`config.mk`:
```
export PLATFORM = sky130hd
export DESIGN_NAME = adrd_debug_port
export DESIGN_NICKNAME = d
export VERILOG_FILES = /design/src/common/adrd_pkg.sv /design/src/verilog/adrd_addr_decode.sv /design/src/verilog/adrd_timeout.sv /design/src/verilog/adrd_debug_port.sv
export VERILOG_INCLUDE_DIRS = /design/src /design/src/common
export SDC_FILE = /design/constraint.sdc
export NUM_CORES = 1
export LEC_CHECK = 0
export ABC_AREA = 1
export BUFFER_PORTS_ARGS = -buffer_cell sky130_fd_sc_hd__buf_2
export CELL_PAD_IN_SITES_DETAIL_PLACEMENT = 1
export CELL_PAD_IN_SITES_GLOBAL_PLACEMENT = 1
export CORE_ASPECT_RATIO = 2
export CORE_UTILIZATION = 31
export CTS_BUF_LIST = sky130_fd_sc_hd__clkbuf_2
export DETAILED_ROUTE_END_ITERATION = 7
export HOLD_SLACK_MARGIN = 0.1
export PLACE_DENSITY = 0.76
export SETUP_SLACK_MARGIN = 0.2
export SLEW_MARGIN = 40
export SYNTH_ARGS = -nofsm -noshare
export SYNTH_HDL_FRONTEND = slang
export SYNTH_SLANG_ARGS = --single-unit
```
`constraint.sdc`:
```
create_clock -name core_clk_in -period 2 [get_ports core_clk_in]
set_input_delay 0.5 -clock core_clk_in [delete_from_list [all_inputs] [get_ports core_clk_in]]
set_output_delay 0.5 -clock core_clk_in [all_outputs]
set_load 0.05 [all_outputs]
```
`src/common/adrd_regs.svh`:
```
// Purpose: Address fields, encodings and reset values of the debug read decoder.
// Assumes: Included by the package and by every design file that decodes.
// Notes: Definitions only.
`ifndef ADRD_REGS_SVH
`define ADRD_REGS_SVH
`define ADRD_ADDR_W 36
`define ADRD_DATA_W 64
`define ADRD_ROW_HI 27
`define ADRD_ROW_LO 20
`define ADRD_RANGE_HI 19
`define ADRD_RANGE_LO 16
`define ADRD_ARRAY_HI 15
`define ADRD_ARRAY_LO 8
`define ADRD_COL_HI 4
`define ADRD_COL_LO 0
`define ADRD_SLOT_HI 7
`define ADRD_SLOT_LO 3
`define ADRD_SLICE_HI 2
`define ADRD_SLICE_LO 0
`define ADRD_CREG_BIT 0
`define ADRD_RANGE_ACCEL 4'h9
`define ADRD_ARR_A 8'h00
`define ADRD_ARR_B0 8'h02
`define ADRD_ARR_B1 8'h03
`define ADRD_ARR_C0 8'h04
`define ADRD_ARR_C1 8'h05
`define ADRD_ARR_XFER 8'h06
`define ADRD_ARR_CTRL 8'h08
`define ADRD_SLOT_LAST_ENTRY 5'h17
`define ADRD_SLOT_CONFIG 5'h18
`define ADRD_SLOT_OFFSET 5'h19
`define ADRD_SLOT_STATUS 5'h1a
`define ADRD_SLOT_OCCUPANCY 5'h1b
`define ADRD_SLICE_ZERO 3'h0
`define ADRD_CREG_SEL 1'h0
`define ADRD_CTRL_TC_BIT 13
`define ADRD_CTRL_ARB_BIT 12
`define ADRD_CTRL_TMO_HI 11
`define ADRD_CTRL_TMO_LO 0
`define ADRD_CTRL_TC_RST 1'h1
`define ADRD_CTRL_ARB_RST 1'h0
`define ADRD_CTRL_TMO_RST 12'hfff
`define ADRD_OCC_W 24
`endif

```
`src/common/adrd_pkg.sv`:
```
// Purpose: Shared types of the debug read decoder.
// Assumes: Field positions come from adrd_regs.svh.
// Notes: No logic here.
`include "adrd_regs.svh"
package adrd_pkg;
    // What an access targets, after decode.
    typedef enum logic [2:0] {
        ADRD_T_SHARED,
        ADRD_T_CTRL,
        ADRD_T_OCC,
        ADRD_T_UNDEF
    } adrd_target_type;

    // Decoded debug address.
    typedef struct packed {
        logic hit;
        adrd_target_type target;
        logic [7:0] array_select;
        logic [7:0] row;
        logic [4:0] column;
        logic [4:0] transfer_slot_select;
        logic [2:0] slice;
    } adrd_dec_type;

    // Select presented to the accelerator state read port.
    typedef struct packed {
        logic [7:0] array_select;
        logic [7:0] row;
        logic [4:0] column;
    } adrd_sel_type;

    // Writable control register fields.
    typedef struct packed {
        logic timeout_control;
        logic arbitration_policy;
        logic [11:0] timeout;
    } adrd_ctrl_type;

    typedef enum logic [1:0] {
        ADRD_IDLE,
        ADRD_ARB,
        ADRD_WAIT,
        ADRD_RESP
    } adrd_state_type;
endpackage : adrd_pkg

```
`src/verilog/adrd_addr_decode.sv`:
```
// Purpose: Splits a debug address into selects.
// Assumes: Reserved address bits are driven to zero by the host.
// Notes: Purely combinational.
`timescale 1ns/1ps
`default_nettype none
`include "adrd_regs.svh"
module adrd_addr_decode (
    input wire logic [`ADRD_ADDR_W-1:0] addr_in,
    output adrd_pkg::adrd_dec_type dec_out
);
    import adrd_pkg::*;

    // Field split, then target class from array and slot.
    always_comb begin
        dec_out.hit = (addr_in[`ADRD_RANGE_HI:`ADRD_RANGE_LO] == `ADRD_RANGE_ACCEL);
        dec_out.array_select = addr_in[`ADRD_ARRAY_HI:`ADRD_ARRAY_LO];
        dec_out.row = addr_in[`ADRD_ROW_HI:`ADRD_ROW_LO];
        dec_out.column = addr_in[`ADRD_COL_HI:`ADRD_COL_LO];
        dec_out.transfer_slot_select = addr_in[`ADRD_SLOT_HI:`ADRD_SLOT_LO];
        dec_out.slice = addr_in[`ADRD_SLICE_HI:`ADRD_SLICE_LO];
        unique case (dec_out.array_select)
            `ADRD_ARR_A, `ADRD_ARR_B0, `ADRD_ARR_B1, `ADRD_ARR_C0, `ADRD_ARR_C1: begin
                dec_out.target = ADRD_T_SHARED;
            end
            `ADRD_ARR_XFER: begin
                if (dec_out.transfer_slot_select == `ADRD_SLOT_OCCUPANCY) begin
                    dec_out.target = ADRD_T_OCC;
                end else if (dec_out.transfer_slot_select > `ADRD_SLOT_OCCUPANCY) begin
                    dec_out.target = ADRD_T_UNDEF;
                end else begin
                    dec_out.target = ADRD_T_SHARED;
                end
            end
            `ADRD_ARR_CTRL: begin
                dec_out.target = (addr_in[`ADRD_CREG_BIT] == `ADRD_CREG_SEL) ? ADRD_T_CTRL : ADRD_T_UNDEF;
            end
            default: begin
                dec_out.target = ADRD_T_UNDEF;
            end
        endcase
    end
endmodule : adrd_addr_decode
`default_nettype wire

```
`src/verilog/adrd_timeout.sv`:
```
// Purpose: Cycle counter that ends a stalled debug transaction.
// Assumes: run_in is high for every cycle the transaction waits.
// Notes: A limit of zero expires in the first waiting cycle.
`timescale 1ns/1ps
`default_nettype none
module adrd_timeout #(
    parameter int CNT_W = 12
) (
    input wire logic core_clk_in,
    input wire logic rst_n_in,
    input wire logic run_in,
    input wire logic enable_in,
    input wire logic [CNT_W-1:0] limit_in,
    output logic expire_out
);
    logic [CNT_W-1:0] cnt_r;
    logic [CNT_W-1:0] cnt_nxt;

    // Count while waiting, restart whenever the wait ends.
    always_comb begin
        cnt_nxt = cnt_r;
        if (!run_in || expire_out) begin
            cnt_nxt = '0;
        end else begin
            cnt_nxt = cnt_r + CNT_W'(1);
        end
    end

    always_ff @(posedge core_clk_in or negedge rst_n_in) begin
        if (!rst_n_in) begin
            cnt_r <= '0;
        end else begin
            cnt_r <= cnt_nxt;
        end
    end

    // Disabled timeouts never fire, however long the wait.
    assign expire_out = run_in && enable_in && (cnt_r >= limit_in);

    timeout_off_a: assert property (@(posedge core_clk_in) disable iff (!rst_n_in)
        !enable_in |-> !expire_out) else $error("Timeout fired while disabled.");
endmodule : adrd_timeout
`default_nettype wire

```
`src/verilog/adrd_debug_port.sv`:
```
// Purpose: Debug read decoder of the matrix accelerator: answers debug reads of
//          internal state and holds the debug port control register.
// Assumes: Host and accelerator logic share core_clk_in; one request at a time.
// Notes: Contract
// Contract
// - Internal state is readable; only the control register accepts writes.
// - Accesses target this block only when range bits 19:16 equal 1001.
// - Array 0 A, 2-3 B banks, 4-5 C banks, 6 transfer, 8 control.
// - Address bits 27:20 are a subspace-specific row.
// - Address bits 4:0 are an 8-byte column index.
// - Transfer slots 0 to 23 read the matching buffer entry; the select carries only slot bits 1:0, as column bits 4:3.
// - Slots 24 to 27 read configuration, offset, status and occupancy; slots 24 to 26 go out with the select of slots 0 to 2.
// - Transfer bits 2:0 pick a 64-bit slice of the 512-bit register.
// - Control subspace bit 0 selects the control register; higher bits reserved.
// - B bank reads return eight packed bytes in row-major order.
// - C bank reads fetch a 2048-bit row as packed 64-bit words.
// - Control bit 13 enables timeouts; resets to one.
// - Control bit 12 zero, its reset value, arbitrates with mission traffic.
// - Control bit 12 one accesses shared state at once.
// - Occupancy holds 24 thermometer valid flags, oldest at bit zero.
`timescale 1ns/1ps
`default_nettype none
`include "adrd_regs.svh"
module adrd_debug_port (
    input wire logic core_clk_in,
    input wire logic rst_n_in,
    // Debug host request.
    input wire logic dbg_req_in,
    input wire logic dbg_we_in,
    input wire logic [`ADRD_ADDR_W-1:0] dbg_addr_in,
    input wire logic [`ADRD_DATA_W-1:0] dbg_wdata_in,
    output logic dbg_ready_out,
    // Debug host answer.
    output logic dbg_rsp_valid_out,
    output logic dbg_rsp_err_out,
    output logic [`ADRD_DATA_W-1:0] dbg_rsp_data_out,
    // Accelerator internal state read port.
    output logic acc_rd_req_out,
    output adrd_pkg::adrd_sel_type acc_rd_sel_out,
    output logic acc_forced_access_out,
    input wire logic acc_rd_ack_in,
    input wire logic [`ADRD_DATA_W-1:0] acc_rd_data_in,
    input wire logic acc_mission_busy_in,
    input wire logic [`ADRD_OCC_W-1:0] acc_occupancy_in
);
    import adrd_pkg::*;

    adrd_dec_type dec;
    adrd_state_type state_r;
    adrd_state_type state_nxt;
    adrd_ctrl_type ctrl_r;
    adrd_ctrl_type ctrl_nxt;
    adrd_sel_type sel_r;
    adrd_sel_type sel_nxt;
    logic [`ADRD_DATA_W-1:0] data_r;
    logic [`ADRD_DATA_W-1:0] data_nxt;
    logic err_r;
    logic err_nxt;
    logic forced_r;
    logic forced_nxt;
    logic waiting;
    logic expire;
    logic take;
    logic [`ADRD_DATA_W-1:0] ctrl_word;
    logic [`ADRD_DATA_W-1:0] occ_word;

    adrd_addr_decode u_decode (
        .addr_in(dbg_addr_in),
        .dec_out(dec)
    );

    // Counts only while a shared-state access is outstanding.
    assign waiting = (state_r == ADRD_ARB) || (state_r == ADRD_WAIT);

    adrd_timeout #(
        .CNT_W(12)
    ) u_timeout (
        .core_clk_in(core_clk_in),
        .rst_n_in(rst_n_in),
        .run_in(waiting),
        .enable_in(ctrl_r.timeout_control),
        .limit_in(ctrl_r.timeout),
        .expire_out(expire)
    );

    // A request is taken only when idle and addressed to this unit.
    assign dbg_ready_out = (state_r == ADRD_IDLE);
    assign take = dbg_req_in && dbg_ready_out && dec.hit;

    // Reserved control bits read as zero.
    always_comb begin
        ctrl_word = '0;
        ctrl_word[`ADRD_CTRL_TC_BIT] = ctrl_r.timeout_control;
        ctrl_word[`ADRD_CTRL_ARB_BIT] = ctrl_r.arbitration_policy;
        ctrl_word[`ADRD_CTRL_TMO_HI:`ADRD_CTRL_TMO_LO] = ctrl_r.timeout;
    end

    // Occupancy flags sit in the lowest slice; the rest of the 512 bits read zero.
    always_comb begin
        occ_word = '0;
        if (dec.slice == `ADRD_SLICE_ZERO) begin
            occ_word[`ADRD_OCC_W-1:0] = acc_occupancy_in;
        end
    end

    // Transaction sequencing, response data and the control register.
    always_comb begin
        state_nxt = state_r;
        ctrl_nxt = ctrl_r;
        sel_nxt = sel_r;
        data_nxt = data_r;
        err_nxt = err_r;
        forced_nxt = forced_r;
        unique case (state_r)
            ADRD_IDLE: begin
                if (take) begin
                    state_nxt = ADRD_RESP;
                    data_nxt = '0;
                    err_nxt = 1'b0;
                    if (dbg_we_in) begin
                        if (dec.target == ADRD_T_CTRL) begin
                            ctrl_nxt.timeout_control = dbg_wdata_in[`ADRD_CTRL_TC_BIT];
                            ctrl_nxt.arbitration_policy = dbg_wdata_in[`ADRD_CTRL_ARB_BIT];
                            ctrl_nxt.timeout = dbg_wdata_in[`ADRD_CTRL_TMO_HI:`ADRD_CTRL_TMO_LO];
                        end else begin
                            err_nxt = 1'b1;
                        end
                    end else begin
                        unique case (dec.target)
                            ADRD_T_CTRL: begin
                                data_nxt = ctrl_word;
                            end
                            ADRD_T_OCC: begin
                                data_nxt = occ_word;
                            end
                            ADRD_T_UNDEF: begin
                                data_nxt = '0;
                            end
                            ADRD_T_SHARED: begin
                                // Row and column go out untouched; the storage
                                // returns B as bytes and C as 2048-bit rows.
                                sel_nxt.array_select = dec.array_select;
                                sel_nxt.row = dec.row;
                                sel_nxt.column = dec.column;
                                forced_nxt = ctrl_r.arbitration_policy;
                                if (ctrl_r.arbitration_policy || !acc_mission_busy_in) begin
                                    state_nxt = ADRD_WAIT;
                                end else begin
                                    state_nxt = ADRD_ARB;
                                end
                            end
                            default: begin
                                data_nxt = '0;
                            end
                        endcase
                    end
                end
            end
            ADRD_ARB: begin
                // Wait for mission traffic to leave shared state.
                if (expire) begin
                    state_nxt = ADRD_RESP;
                    data_nxt = '0;
                    err_nxt = 1'b1;
                end else if (!acc_mission_busy_in) begin
                    state_nxt = ADRD_WAIT;
                end
            end
            ADRD_WAIT: begin
                if (acc_rd_ack_in) begin
                    state_nxt = ADRD_RESP;
                    data_nxt = acc_rd_data_in;
                end else if (expire) begin
                    state_nxt = ADRD_RESP;
                    data_nxt = '0;
                    err_nxt = 1'b1;
                end
            end
            ADRD_RESP: begin
                state_nxt = ADRD_IDLE;
                forced_nxt = 1'b0;
            end
        endcase
    end

    always_ff @(posedge core_clk_in or negedge rst_n_in) begin
        if (!rst_n_in) begin
            state_r <= ADRD_IDLE;
            ctrl_r.timeout_control <= `ADRD_CTRL_TC_RST;
            ctrl_r.arbitration_policy <= `ADRD_CTRL_ARB_RST;
            ctrl_r.timeout <= `ADRD_CTRL_TMO_RST;
            sel_r <= '0;
            data_r <= '0;
            err_r <= 1'b0;
            forced_r <= 1'b0;
        end else begin
            state_r <= state_nxt;
            ctrl_r <= ctrl_nxt;
            sel_r <= sel_nxt;
            data_r <= data_nxt;
            err_r <= err_nxt;
            forced_r <= forced_nxt;
        end
    end

    // The answer is a one-cycle pulse; data and error come from flip-flops.
    assign dbg_rsp_valid_out = (state_r == ADRD_RESP);
    assign dbg_rsp_err_out = err_r;
    assign dbg_rsp_data_out = data_r;
    assign acc_rd_req_out = (state_r == ADRD_WAIT);
    assign acc_rd_sel_out = sel_r;
    assign acc_forced_access_out = forced_r && (state_r == ADRD_WAIT);

    one_answer_a: assert property (@(posedge core_clk_in) disable iff (!rst_n_in)
        dbg_rsp_valid_out |=> !dbg_rsp_valid_out) else $error("Answer held longer than one cycle.");

    range_miss_a: assert property (@(posedge core_clk_in) disable iff (!rst_n_in)
        (dbg_req_in && dbg_ready_out && dbg_addr_in[`ADRD_RANGE_HI:`ADRD_RANGE_LO] != `ADRD_RANGE_ACCEL)
        |=> dbg_ready_out && !dbg_rsp_valid_out) else $error("Foreign range was taken.");

    write_reject_a: assert property (@(posedge core_clk_in) disable iff (!rst_n_in)
        (take && dbg_we_in && dec.target != ADRD_T_CTRL) |=> dbg_rsp_valid_out && dbg_rsp_err_out)
        else $error("State write not rejected.");

    ctrl_write_a: assert property (@(posedge core_clk_in) disable iff (!rst_n_in)
        (take && dbg_we_in && dec.target == ADRD_T_CTRL) |=> ##1
        ctrl_word == ($past(dbg_wdata_in, 2) & 64'h0000_0000_0000_3fff)) else $error("Control write lost.");

    arb_hold_a: assert property (@(posedge core_clk_in) disable iff (!rst_n_in)
        (acc_rd_req_out && !acc_forced_access_out && $past(state_r) == ADRD_ARB)
        |-> $past(!acc_mission_busy_in)) else $error("Access issued during mission traffic.");

    forced_now_a: assert property (@(posedge core_clk_in) disable iff (!rst_n_in)
        (take && !dbg_we_in && dec.target == ADRD_T_SHARED && ctrl_r.arbitration_policy)
        |=> acc_rd_req_out && acc_forced_access_out) else $error("Forced access delayed.");

    timeout_err_a: assert property (@(posedge core_clk_in) disable iff (!rst_n_in)
        (expire && !(state_r == ADRD_WAIT && acc_rd_ack_in)) |=> dbg_rsp_valid_out && dbg_rsp_err_out)
        else $error("Timeout gave no error answer.");

    occ_read_a: assert property (@(posedge core_clk_in) disable iff (!rst_n_in)
        (take && !dbg_we_in && dec.target == ADRD_T_OCC && dec.slice == `ADRD_SLICE_ZERO)
        |=> dbg_rsp_data_out == {40'h0, $past(acc_occupancy_in)}) else $error("Occupancy misread.");

    ack_data_a: assert property (@(posedge core_clk_in) disable iff (!rst_n_in)
        (acc_rd_req_out && acc_rd_ack_in) |=> dbg_rsp_valid_out && !dbg_rsp_err_out
        && dbg_rsp_data_out == $past(acc_rd_data_in)) else $error("Read data not returned.");

    // The accelerator sees array, row and column exactly as addressed.
    sel_route_a: assert property (@(posedge core_clk_in) disable iff (!rst_n_in)
        (take && !dbg_we_in && dec.target == ADRD_T_SHARED)
        |=> acc_rd_sel_out == $past({dec.array_select, dec.row, dec.column}))
        else $error("Select not forwarded.");

    // A pending request keeps its select until it ends.
    sel_hold_a: assert property (@(posedge core_clk_in) disable iff (!rst_n_in)
        (acc_rd_req_out && !acc_rd_ack_in && !expire) |=> acc_rd_req_out && $stable(acc_rd_sel_out))
        else $error("Pending select moved.");

    // A refused write must not touch the control register.
    reject_keep_a: assert property (@(posedge core_clk_in) disable iff (!rst_n_in)
        (take && dbg_we_in && dec.target != ADRD_T_CTRL) |=> $stable(ctrl_r))
        else $error("Refused write changed control.");

    // Reads of undefined targets answer zero without error, so a host can tell them from a refusal.
    undef_zero_a: assert property (@(posedge core_clk_in) disable iff (!rst_n_in)
        (take && !dbg_we_in && dec.target == ADRD_T_UNDEF)
        |=> dbg_rsp_valid_out && !dbg_rsp_err_out && dbg_rsp_data_out == '0)
        else $error("Undefined read not zero.");

    // Control reads return the register image.
    ctrl_read_a: assert property (@(posedge core_clk_in) disable iff (!rst_n_in)
        (take && !dbg_we_in && dec.target == ADRD_T_CTRL) |=> dbg_rsp_data_out == $past(ctrl_word))
        else $error("Control read wrong.");

    // Mission traffic holds the request back while arbitration is on.
    arb_block_a: assert property (@(posedge core_clk_in) disable iff (!rst_n_in)
        (state_r == ADRD_ARB && acc_mission_busy_in && !expire) |=> !acc_rd_req_out)
        else $error("Request issued while mission busy.");

    // The host may issue again right after the answer.
    ready_back_a: assert property (@(posedge core_clk_in) disable iff (!rst_n_in)
        dbg_rsp_valid_out |=> dbg_ready_out)
        else $error("Ready not restored after answer.");

    // Only the lowest slice of the occupancy register carries flags.
    occ_high_a: assert property (@(posedge core_clk_in) disable iff (!rst_n_in)
        (take && !dbg_we_in && dec.target == ADRD_T_OCC && dec.slice != `ADRD_SLICE_ZERO)
        |=> dbg_rsp_data_out == '0) else $error("Upper occupancy slice not zero.");

    // Data that arrives with the expiry still wins; the late answer is no error.
    ack_wins_a: assert property (@(posedge core_clk_in) disable iff (!rst_n_in)
        (acc_rd_req_out && acc_rd_ack_in && expire) |=> !dbg_rsp_err_out)
        else $error("Late data answered as timeout.");

    // Forced requests only leave while the policy asks for them.
    forced_gate_a: assert property (@(posedge core_clk_in) disable iff (!rst_n_in)
        acc_forced_access_out |-> acc_rd_req_out && ctrl_r.arbitration_policy)
        else $error("Forced access without policy.");
endmodule : adrd_debug_port
`default_nettype wire

```
==> results of run 1 <==
==> worst paths after layout <==
check	startpoint	end	slack, ns	depth (start not counted)
min in group asynchronous	rst_n_in	dbg_rsp_data_out[31]	0.67	3
worst min register to register	ctrl_r[9]	ctrl_r[9]	0.52	2
worst max register to register	ctrl_r[6]	dbg_rsp_data_out[8]	-0.39	16
max in group asynchronous	rst_n_in	dbg_rsp_data_out[10]	0.55	4
worst max-delay path	ctrl_r[6]	dbg_rsp_data_out[8]	-0.39	16
worst min-delay path	dbg_req_in	state_r[1]	0.24	5
==> sequential cells by signal, indices dropped and copies added (netlist names) <==
register / flops
acc_rd_sel_out: 21
ctrl_r: 14
dbg_rsp_data_out: 64
dbg_rsp_err_out: 1
forced_r: 1
state_r: 2
u_timeout.cnt_r: 12
==> per-layer routing <==
metal | GRT usage, % | wire [um] | share of wire, % | up-vias
met5 | 0 | 0 | 0 | -
met4 | 25.6 | 2950 | 8.3 | 0
met3 | 8.71 | 1660 | 4.7 | 181
met2 | 62.3 | 19800 | 56 | 361
met1 | 29.8 | 11200 | 31 | 3858
li1 | - | - | - | 3341
==> cells in the mapped netlist (2+ instances only) <==
cell type	number	share of area, %
mux2_2	2	0.38
o21ai_0	23	1.9
nor2_1	23	1.4
nor2_2	3	0.31
dfstp_2	13	5.7
ha_1	20	4.2
buf_6	14	2.6
nand2_1	228	14
nand3_1	93	7.8
a21oi_1	7	0.59
nand4_1	4	0.42
clkbuf_1	14	0.88
buf_2	6	0.50
nor3_1	6	0.50
buf_4	4	0.50
inv_1	60	3.8
inv_2	3	0.19
dfrtp_1	102	43
nand3_2	40	6.7
nor3b_1	5	0.63
a32oi_1	14	2.0
==> stage by stage <==
stage | std cells | utilization, % | setup TNS [ns] | total power (uW)
3_3_place_gp | 1185 | 41.6 | -23.15 | 8650
5_1_grt | 1492 | 64.2 | -26.22 | 16000
2_1_floorplan | 699 | - | -4.78 | 7200
4_1_cts | 1430 | 59.4 | -14.41 | 14000
3_5_place_dp | 1185 | 41.6 | -27.86 | 8720
6_report | 1494 | 64.2 | -20.97 | 15400
==> worst reg2reg max path, delay by kind of cell, from the launching register on <==
family                     cells  cell delay (ns)
DFF                            1             0.57
and+or+nand+nor               11             1.06
buffers and inverters          4             0.48
adders and majority gates      1             0.22
==> repair_timing <==
action                                 4_1_cts  5_1_grt
setup endpoints to repair                  181      192
gates resized for setup                    266      127
setup buffers                               75       53
endpoints found under the hold margin      206        0
gates cloned                                10        1
hold buffers                               128        0
pin swaps                                   25       26
==> layout by cell type (no fill, tap or decap), types with 3 or more instances in the layout <==
master / netlist / layout
o21ai_2: 0 / 9
a21oi_2: 0 / 4
dfstp_2: 13 / 13
buf_2: 6 / 134
nand2_2: 1 / 40
nand2_8: 0 / 3
inv_2: 3 / 14
nor2_4: 0 / 9
buf_6: 14 / 99
nand3_1: 93 / 65
clkinv_2: 1 / 5
buf_4: 4 / 140
nor3b_2: 0 / 5
nand3_4: 0 / 20
buf_8: 0 / 5
nor2_1: 23 / 13
nor3_1: 6 / 4
dlygate4sd3_1: 0 / 127
dfrtp_1: 102 / 99
dfrtp_2: 0 / 3
ha_4: 0 / 14
buf_12: 0 / 19
buf_16: 0 / 9
a32oi_1: 14 / 14
diode_2: 0 / 10
nand3_2: 40 / 48
clkbuf_2: 0 / 19
o21ai_1: 1 / 9
inv_4: 0 / 3
nand2_1: 228 / 176
nor2_2: 3 / 4
nand4_1: 4 / 4
o21ai_0: 23 / 5
inv_1: 60 / 46
nand2_4: 1 / 12
a21oi_1: 7 / 3
bufinv_16: 0 / 5
ha_1: 20 / 5
==> logic make-up after synthesis <==
group	after synthesis
compound gates	50
xor+xnor	2
fa+ha+maj	20
buf+inv	102
flops	115
mux	2
simple gates	408
==> cell type report <==
| cell class | count | area share [%] |
|---|---|---|
| Timing Repair Buffer | 535 | 40.1 |
| Multi-Input combinational cell | 483 | 28.7 |
| Sequential cell | 115 | 24.0 |
| Tap cell | 255 | 2.64 |
| Inverter | 64 | 2.11 |
| Clock inverter | 13 | 1.57 |
| Clock buffer | 19 | 0.786 |
| Antenna cell | 10 | 0.207 |
==> power breakdown <==
group / internal, uW / switching (uW) / total [uW]
Sequential: 2740 / 432 / 3170
Clock: 939 / 1030 / 1970
Combinational: 4320 / 5940 / 10300
Total: 8000 / 7410 / 15400
==> impl_metrics.ini, run 1 <==
[drt]
drtAntennaViolNets = 0
dr_total_vias = 7741
wl_um = 35500
wl_per_cell_um = 23.8
avgViaCountPerCell = 5.18
first_pass_iters = 4
post-route-drc-count = 0
drt-initial-drc-count = 255

[run_status]
violations = setup timing
status = finished with violations

[setup_path]
crit_family = simple AND/OR/NAND/NOR gates
cp.required_ns = 2.71
cp_max_fo = 6
worst-path-buf-inv = 4
worst_setup_path_end_kind = register
cpPeakStageDelay_ns = 0.57
path_class = register to register
critPathArrivalTime_ns = 3.09
path_cells = inv_1 > ha_2 > nand2_1 > nand2_1 > nand2_1 > nand3_2 > nor2_4 > nand2_4 > nand2_4 > nand2_4 > buf_6 > buf_12 > nand2_8 > buf_12 > nand3_2 > nand2_2
cpMaxStageDelayCell = dfstp_2
cp-start-kind = register

[cts]
clk_pin_slew_ns = 0.17
cts.sinks = 115
htreeDepth = 4
root_buffer = clkbuf_2
cts.path.max_buffers = 2
clk_latency_ns = 0.81
cts-buffers-inserted = 17
tritoncts = yes

[synthesis]
synth-seq-cells = 115
synthArstFlopShare_pct = 100
yosys.area_share.simple_pct = 33.0
yosysSeqAreaShare_pct = 48.4
synthesis.area_mm2 = 0.00598
synth_xor_area_share_pct = 0.293
yosysUniqueCellTypes = 36
yosys_warnings = 0
synth_top_family_by_area = simple AND/OR/NAND/NOR gates
synthCells = 699
synth_edf_count = 0
synthAdderAreaFrac_pct = 4.18
synth_compound_area_share_pct = 5.25
synth.net_count = 913
dominantRegCellSynth = dfrtp_1
synthMuxAreaShare_pct = 0.376
synth.avg_cell_area_um2 = 8.56

[final_layout]
syn_to_final_growth_pct = 102
regArea_mm2 = 0.00290
nNetsFinal = 1430
multi_input_area_mm2 = 0.00347
design_area_mm2 = 0.0121
drive_gt1_share_pct = 52.7
nFillCells = 2128

[place]
gp_congestion = 0.799
placed_area_mm2 = 0.00783
hpwl_um = 15200
place_worst_setup_slack_ns = -0.534
port_buffers = 225

[floorplanning]
fp.dieH_um = 198
die_w_um = 100
die_area_mm2 = 0.0199
initial_core_util_pct = 31.8
fp.coreArea_mm2 = 0.0188
top_level_ports = 284
rows = 71

[pwr]
leakage_uw = 0.00618
irDropWorstVdd_mv = 0.885
power-per-cell-area_mw_per_mm2 = 1270

[worst_hold_path]
hp-class = input port to register

[sta]
hold_viol = 0
skew_ns = 0.0549
setup_viol = 83
hold_slack_ns = 0.236
finalCritPeriodShare_pct = 119
slew_violations = 0
setup_ws_ns = -0.386
clock.fmax_ghz = 0.419
worst_pin_slew_ns = 0.568
rsz0062_at_grt = yes
min_period_ns = 2.39
relSlewSlack_pct = 62.1

[global_route]
grt_use_total_pct = 33.5
grt_max_degree = 61
first_global_vias = 8600
grt_pass1_wl_um = 48700
grt_overflow_total = 0
antenna_found_initial = 8

[job]
cap_violations = 0
No activity file was read; power rests on OpenSTA's default activity.
==> inputs of run 2 (changes only) <==
--- a/config.mk
+++ b/config.mk
@@ -11,11 +11,11 @@
 export CELL_PAD_IN_SITES_DETAIL_PLACEMENT = 1
 export CELL_PAD_IN_SITES_GLOBAL_PLACEMENT = 1
 export CORE_ASPECT_RATIO = 2
-export CORE_UTILIZATION = 31
+export CORE_UTILIZATION = 30
 export CTS_BUF_LIST = sky130_fd_sc_hd__clkbuf_2
 export DETAILED_ROUTE_END_ITERATION = 7
 export HOLD_SLACK_MARGIN = 0.1
-export PLACE_DENSITY = 0.76
+export PLACE_DENSITY = 0.74
 export SETUP_SLACK_MARGIN = 0.2
 export SLEW_MARGIN = 40
 export SYNTH_ARGS = -nofsm -noshare
==> run 2 against run 1 <==
Against the previous run: the run still ends with setup timing left; sequential share of layout area rose by 0.66 points; critical path depth did not move; first-iteration DRC count rose by 16%; clock-buffer cell count did not move; clock power rose by 5%; utilization fell by 3.8 points; final area fell by 2.8%; total power fell by 2.9%; combinational power fell by 5%; register-to-register slack improved by 0.04 ns; worst setup slack improved by 0.040 ns; fmax rose by 1.7%; highest routed layer unchanged.
==> impl_metrics.ini, run 2 (same netlist as run 1, synthesis figures left out) <==
[run_status]
status = finished with violations
violations = setup timing

[floorplanning]
fp.coreArea_mm2 = 0.0195
die_w_um = 102
initial_core_util_pct = 30.7
top_level_ports = 284
die_area_mm2 = 0.0205
fp.dieH_um = 202
rows = 72

[cts]
cts.sinks = 115
clk_pin_slew_ns = 0.21
htreeDepth = 4
tritoncts = yes
cts.path.max_buffers = 2
root_buffer = clkbuf_2
cts-buffers-inserted = 17
clk_latency_ns = 0.73

[setup_path]
reg2regPathDepth = 16
crit_family = simple AND/OR/NAND/NOR gates
worst_setup_path_end_kind = register
crit-reg2reg-launch = ctrl_r[11]
cpMaxStageDelayCell = dfstp_2
cpMostUsedCell = nand2_2
cp.depth = 16
rrSetupSlack_ns = -0.35
regToRegEndpoint = dbg_rsp_data_out[61]
worst-path-buf-inv = 4
path_cells = inv_2 > ha_4 > nand2_4 > nor2_4 > nand2_2 > nor2_2 > nand2_1 > nand2_2 > nand2_2 > nand2_4 > nand2_8 > buf_12 > buf_12 > buf_16 > nand3_4 > nand2_2
cpPeakStageDelay_ns = 0.58
path_class = register to register
cp_max_fo = 6
cp-start-kind = register
cp.required_ns = 2.62
critPathArrivalTime_ns = 2.96

[drt]
dr_total_vias = 7466
avgViaCountPerCell = 5.03
first_pass_iters = 5
post-route-drc-count = 0
drtAntennaViolNets = 0
wl_um = 32900
wl_per_cell_um = 22.2
drt-initial-drc-count = 296

[global_route]
grt_use_total_pct = 29.2
first_global_vias = 8168
grt_pass1_wl_um = 43900
antenna_found_initial = 8
grt_overflow_total = 0
grt_max_degree = 39

[pwr]
p_sw_share_pct = 46.6
irDropWorstVdd_mv = 1.23
internal_power_uw = 7980
p_switching_uw = 6980
seqPwrFrac_pct = 20.8
power-per-cell-area_mw_per_mm2 = 1270
clock_power_share_pct = 13.8
leakage_uw = 0.00606
p_comb_share_pct = 65.5

[final_layout]
syn_to_final_growth_pct = 96.6
nFillCells = 2234
final_common_cell = nand2_1
drive_gt1_share_pct = 50.1
design_area_mm2 = 0.0118
final_cell_mix = 190 x nand2_1, 139 x buf_4, 134 x buf_2
nNetsFinal = 1416
largest_reg_flops = 64

[sta]
finalCritPeriodShare_pct = 117
setup_viol = 83
hold_slack_ns = 0.179
relSlewSlack_pct = 63.9
setup_ws_ns = -0.347
skew_ns = 0.0382
rsz0062_at_grt = yes
min_period_ns = 2.35
slew_violations = 0
hold_viol = 0
worst_pin_slew_ns = 0.542
clock.fmax_ghz = 0.426
fin_setup_tns_ns = -18.48

[worst_hold_path]
hp-class = input port to register
min_from = acc_mission_busy_in
min_to = state_r[0]
hold_depth = 5

[place]
gp_congestion = 0.811
placed_area_mm2 = 0.00784
hpwl_um = 15500
port_buffers = 225

[job]
cap_violations = 0
## run 2: layout make-up
cell class,instances,area (um^2),share of cell area (%)
multi-input combinational,482,3270,27.8
inverter,64,251,2.14
timing repair buffer,522,4690,39.9
clock buffer,19,95.1,0.808
tap,259,324,2.76
antenna,9,22.5,0.191
clock inverter,13,213,1.81
sequential,115,2900,24.6
## run 2: per-layer routing
layer	up-vias	track usage (%)	wire length, um
met3	162	6.50	1440
met4	0	22.8	2680
met1	3657	25.6	10700
li1	3312	-	-
met5	-	0	0
met2	335	54.9	18100
## run 2: worst max path at each step
stage | start | endpoint | slack (ns)
6_report | ctrl_r[11] | dbg_rsp_data_out[61] | -0.35
5_1_grt | ctrl_r[11] | dbg_rsp_data_out[61] | -0.44
4_1_cts | state_r[1] | acc_forced_access_out | -0.26
3_5_place_dp | dbg_addr_in[13] | dbg_rsp_data_out[1] | -0.55
3_3_place_gp | dbg_addr_in[13] | dbg_rsp_data_out[1] | -0.49
2_1_floorplan | dbg_addr_in[13] | dbg_rsp_data_out[15] | -0.21
## run 2: through the flow
step / power (uW) / worst slack, ns / std cells / utilization (%)
after global routing: 15500 / -0.435 / 1483 / 60.4
after global placement: 8610 / -0.489 / 1189 / 40.3
after floorplan: 7200 / -0.207 / 699 / -
final: 15000 / -0.347 / 1483 / 60.4
after detailed placement: 8670 / -0.550 / 1189 / 40.3
after CTS: 13900 / -0.256 / 1422 / 56.6
## run 2: power by group through the flow
stage	registers [uW]	clock network, uW	logic, uW
finish	3110	2060	9790
global route	3140	2170	10200
CTS	3050	2110	8690
detailed placement	3050	0	5610
floorplan	4300	0	2900
global placement	3030	0	5580
## run 2: what timing repair did
action                     4_1_cts  5_1_grt
pin swaps                       21       30
hold endpoints to repair       138        0
setup endpoints to repair      182      196
resized for setup              249       84
gates cloned                     9        0
hold buffers                   123        0
buffers inserted                69       52
## run 2: worst min-delay path, stage by stage
cell     delay [ns]
buf_2          0.12
nand2_1        0.09
nand4_1        0.08
nand2_1        0.08
o21ai_1        0.05
==> inputs of run 3 (changes only) <==
--- a/config.mk
+++ b/config.mk
@@ -8,11 +8,10 @@
 export LEC_CHECK = 0
 export ABC_AREA = 1
 export BUFFER_PORTS_ARGS = -buffer_cell sky130_fd_sc_hd__buf_2
-export CELL_PAD_IN_SITES_DETAIL_PLACEMENT = 1
+export CELL_PAD_IN_SITES_DETAIL_PLACEMENT = 0
 export CELL_PAD_IN_SITES_GLOBAL_PLACEMENT = 1
 export CORE_ASPECT_RATIO = 2
 export CORE_UTILIZATION = 30
-export CTS_BUF_LIST = sky130_fd_sc_hd__clkbuf_2
 export DETAILED_ROUTE_END_ITERATION = 7
 export HOLD_SLACK_MARGIN = 0.1
 export PLACE_DENSITY = 0.74
==> run 3 against run 2 <==
Against the previous run: the run still ends with setup timing left; combinational power shrank 35%; global-route usage shrank 9.3 points; clock-buffer cell count grew 3; critical path type unchanged; largest cell class is now multi-input gates; largest power group unchanged; highest routed layer unchanged.
==> impl_metrics.ini, run 3 (same netlist as run 1, synthesis figures left out) <==
[run_status]
status = finished with violations
violations = setup timing

[floorplanning]
top_level_ports = 284
fp.dieH_um = 202
initial_core_util_pct = 30.7
fp.coreArea_mm2 = 0.0195
die_w_um = 102
rows = 72
die_area_mm2 = 0.0205

[setup_path]
crit-reg2reg-launch = ctrl_r[9]
cp-start-kind = register
rrSetupSlack_ns = -0.08
reg2regPathDepth = 14
critPathArrivalTime_ns = 2.38
cp_max_fo = 7
path_class = register to register
worst_setup_path_end_kind = register
regToRegEndpoint = dbg_rsp_data_out[3]
cp.required_ns = 2.30

[place]
place_worst_setup_slack_ns = -0.516
dp.cells = 1189
hpwl_um = 14300
port_buffers = 225
gp_congestion = 0.811

[pwr]
power-per-cell-area_mw_per_mm2 = 1360
leakage_uw = 0.00508
power_uw = 12600
irDropWorstVdd_mv = 1.16

[cts]
clk_latency_ns = 0.42
htreeDepth = 4
root_buffer = clkbuf_16
cts.sinks = 115
tritoncts = yes
clk_pin_slew_ns = 0.05
cts-buffers-inserted = 17
cts.path.max_buffers = 2

[sta]
worst_pin_slew_ns = 0.558
rsz0062_at_grt = yes
setup_ws_ns = -0.0828
finalCritPeriodShare_pct = 104
slew_violations = 0
clock.fmax_ghz = 0.480
setup_viol = 66
hold_viol = 0
relSlewSlack_pct = 62.8
hold_slack_ns = 0.285
min_period_ns = 2.08
skew_ns = 0.0115

[drt]
dr_total_vias = 5731
drt-initial-drc-count = 231
first_pass_iters = 4
avgViaCountPerCell = 4.61
wl_um = 20500
drtAntennaViolNets = 0
wl_per_cell_um = 16.5
post-route-drc-count = 0

[global_route]
grt_overflow_total = 0
grt_use_total_pct = 20.0
grt_pass1_wl_um = 30200
first_global_vias = 5675
antenna_found_initial = 1
grt_max_degree = 39

[final_layout]
nNetsFinal = 1183
syn_to_final_growth_pct = 55.5
final_common_cell = buf_2
final_core_util_pct = 47.8
multi_input_area_mm2 = 0.00313
final_cell_mix = 217 x buf_2, 176 x nand2_1, 102 x dfrtp_1
largest_reg_flops = 64
layout.cells.non_filler = 1242
regArea_mm2 = 0.00289
drive_gt1_share_pct = 50.5
nFillCells = 1950

[worst_hold_path]
min_from = dbg_addr_in[24]
min_to = acc_rd_sel_out[9]
hp-class = input port to register
hold_depth = 3

[job]
cap_violations = 0
-- run 3: cell types whose count changed in the layout (fill, tap and decap cells not counted), sizes merged --
cell / before / now
dlygate4sd3: 123 / 1
bufinv: 6 / 4
clkinv: 7 / 9
clkinvlp: 1 / 0
inv: 63 / 61
buf: 399 / 284
diode: 9 / 1
clkbuf: 19 / 26
-- run 3: area by class of cell --
type / count / area share, %
sequential: 115 / 31.1
clock buffer: 22 / 5.10
timing repair buffer: 289 / 22.0
clock inverter: 10 / 1.65
antenna: 1 / 0.0269
multi-input combinational: 482 / 33.7
tap: 259 / 3.48
inverter: 64 / 2.92
-- run 3: how the worst max path moves through the flow --
stage / from / end / slack [ns] / cells past startpoint
floorplan: dbg_addr_in[13] / dbg_rsp_data_out[15] / -0.21 / 17
global placement: dbg_addr_in[13] / dbg_rsp_data_out[1] / -0.49 / 18
detailed placement: dbg_addr_in[13] / dbg_rsp_data_out[1] / -0.52 / 18
CTS: ctrl_r[11] / dbg_rsp_data_out[63] / -0.07 / 14
global route: ctrl_r[9] / dbg_rsp_data_out[20] / -0.22 / 14
finish: ctrl_r[9] / dbg_rsp_data_out[3] / -0.08 / 14
-- run 3: critical path: stages, from the launching register on --
cell       delay, ns
dfstp_2         0.54
inv_2           0.05
ha_4            0.27
nand2_4         0.05
nor2_4          0.11
nand2_2         0.09
nor2_2          0.12
nor2_2          0.04
nand2_2         0.10
nand2_4         0.08
nand2_4         0.10
nand2_8         0.11
clkbuf_16       0.19
nand3_1         0.06
nand2_1         0.06
-- run 3: timing repair --
action / 4_1_cts / 5_1_grt
endpoints found under the hold margin: 32 / 0
gates cloned: 6 / 4
hold buffers: 1 / 0
endpoints found under the setup margin: 99 / 119
buffers inserted: 6 / 3
pin swaps: 7 / 9
gates resized for setup: 89 / 79
-- run 3: where the power goes --
part | switching [uW] | internal (uW) | total [uW]
Combinational | 4310 | 2040 | 6350
Clock | 1110 | 2170 | 3280
Sequential | 268 | 2750 | 3010
Total | 5680 | 6960 | 12600
-- run 3: routing by layer --
layer,track usage (%),wire length [um],part of all wire (%),vias to the layer above
met3,4.86,892,4.4,39
met5,0,0,0,-
li1,-,-,-,2829
met4,9.80,762,3.7,0
met1,20.0,7140,35,2699
met2,37.1,11700,57,164
-- run 3: metrics by stage --
stage                     TNS, ns  instance area [um^2]
after floorplan             -4.78                  6210
after global placement     -20.47                  7840
after detailed placement   -23.06                  7840
after CTS                   -3.07                  8950
after global routing       -13.32                  9300
final                       -3.88                  9300
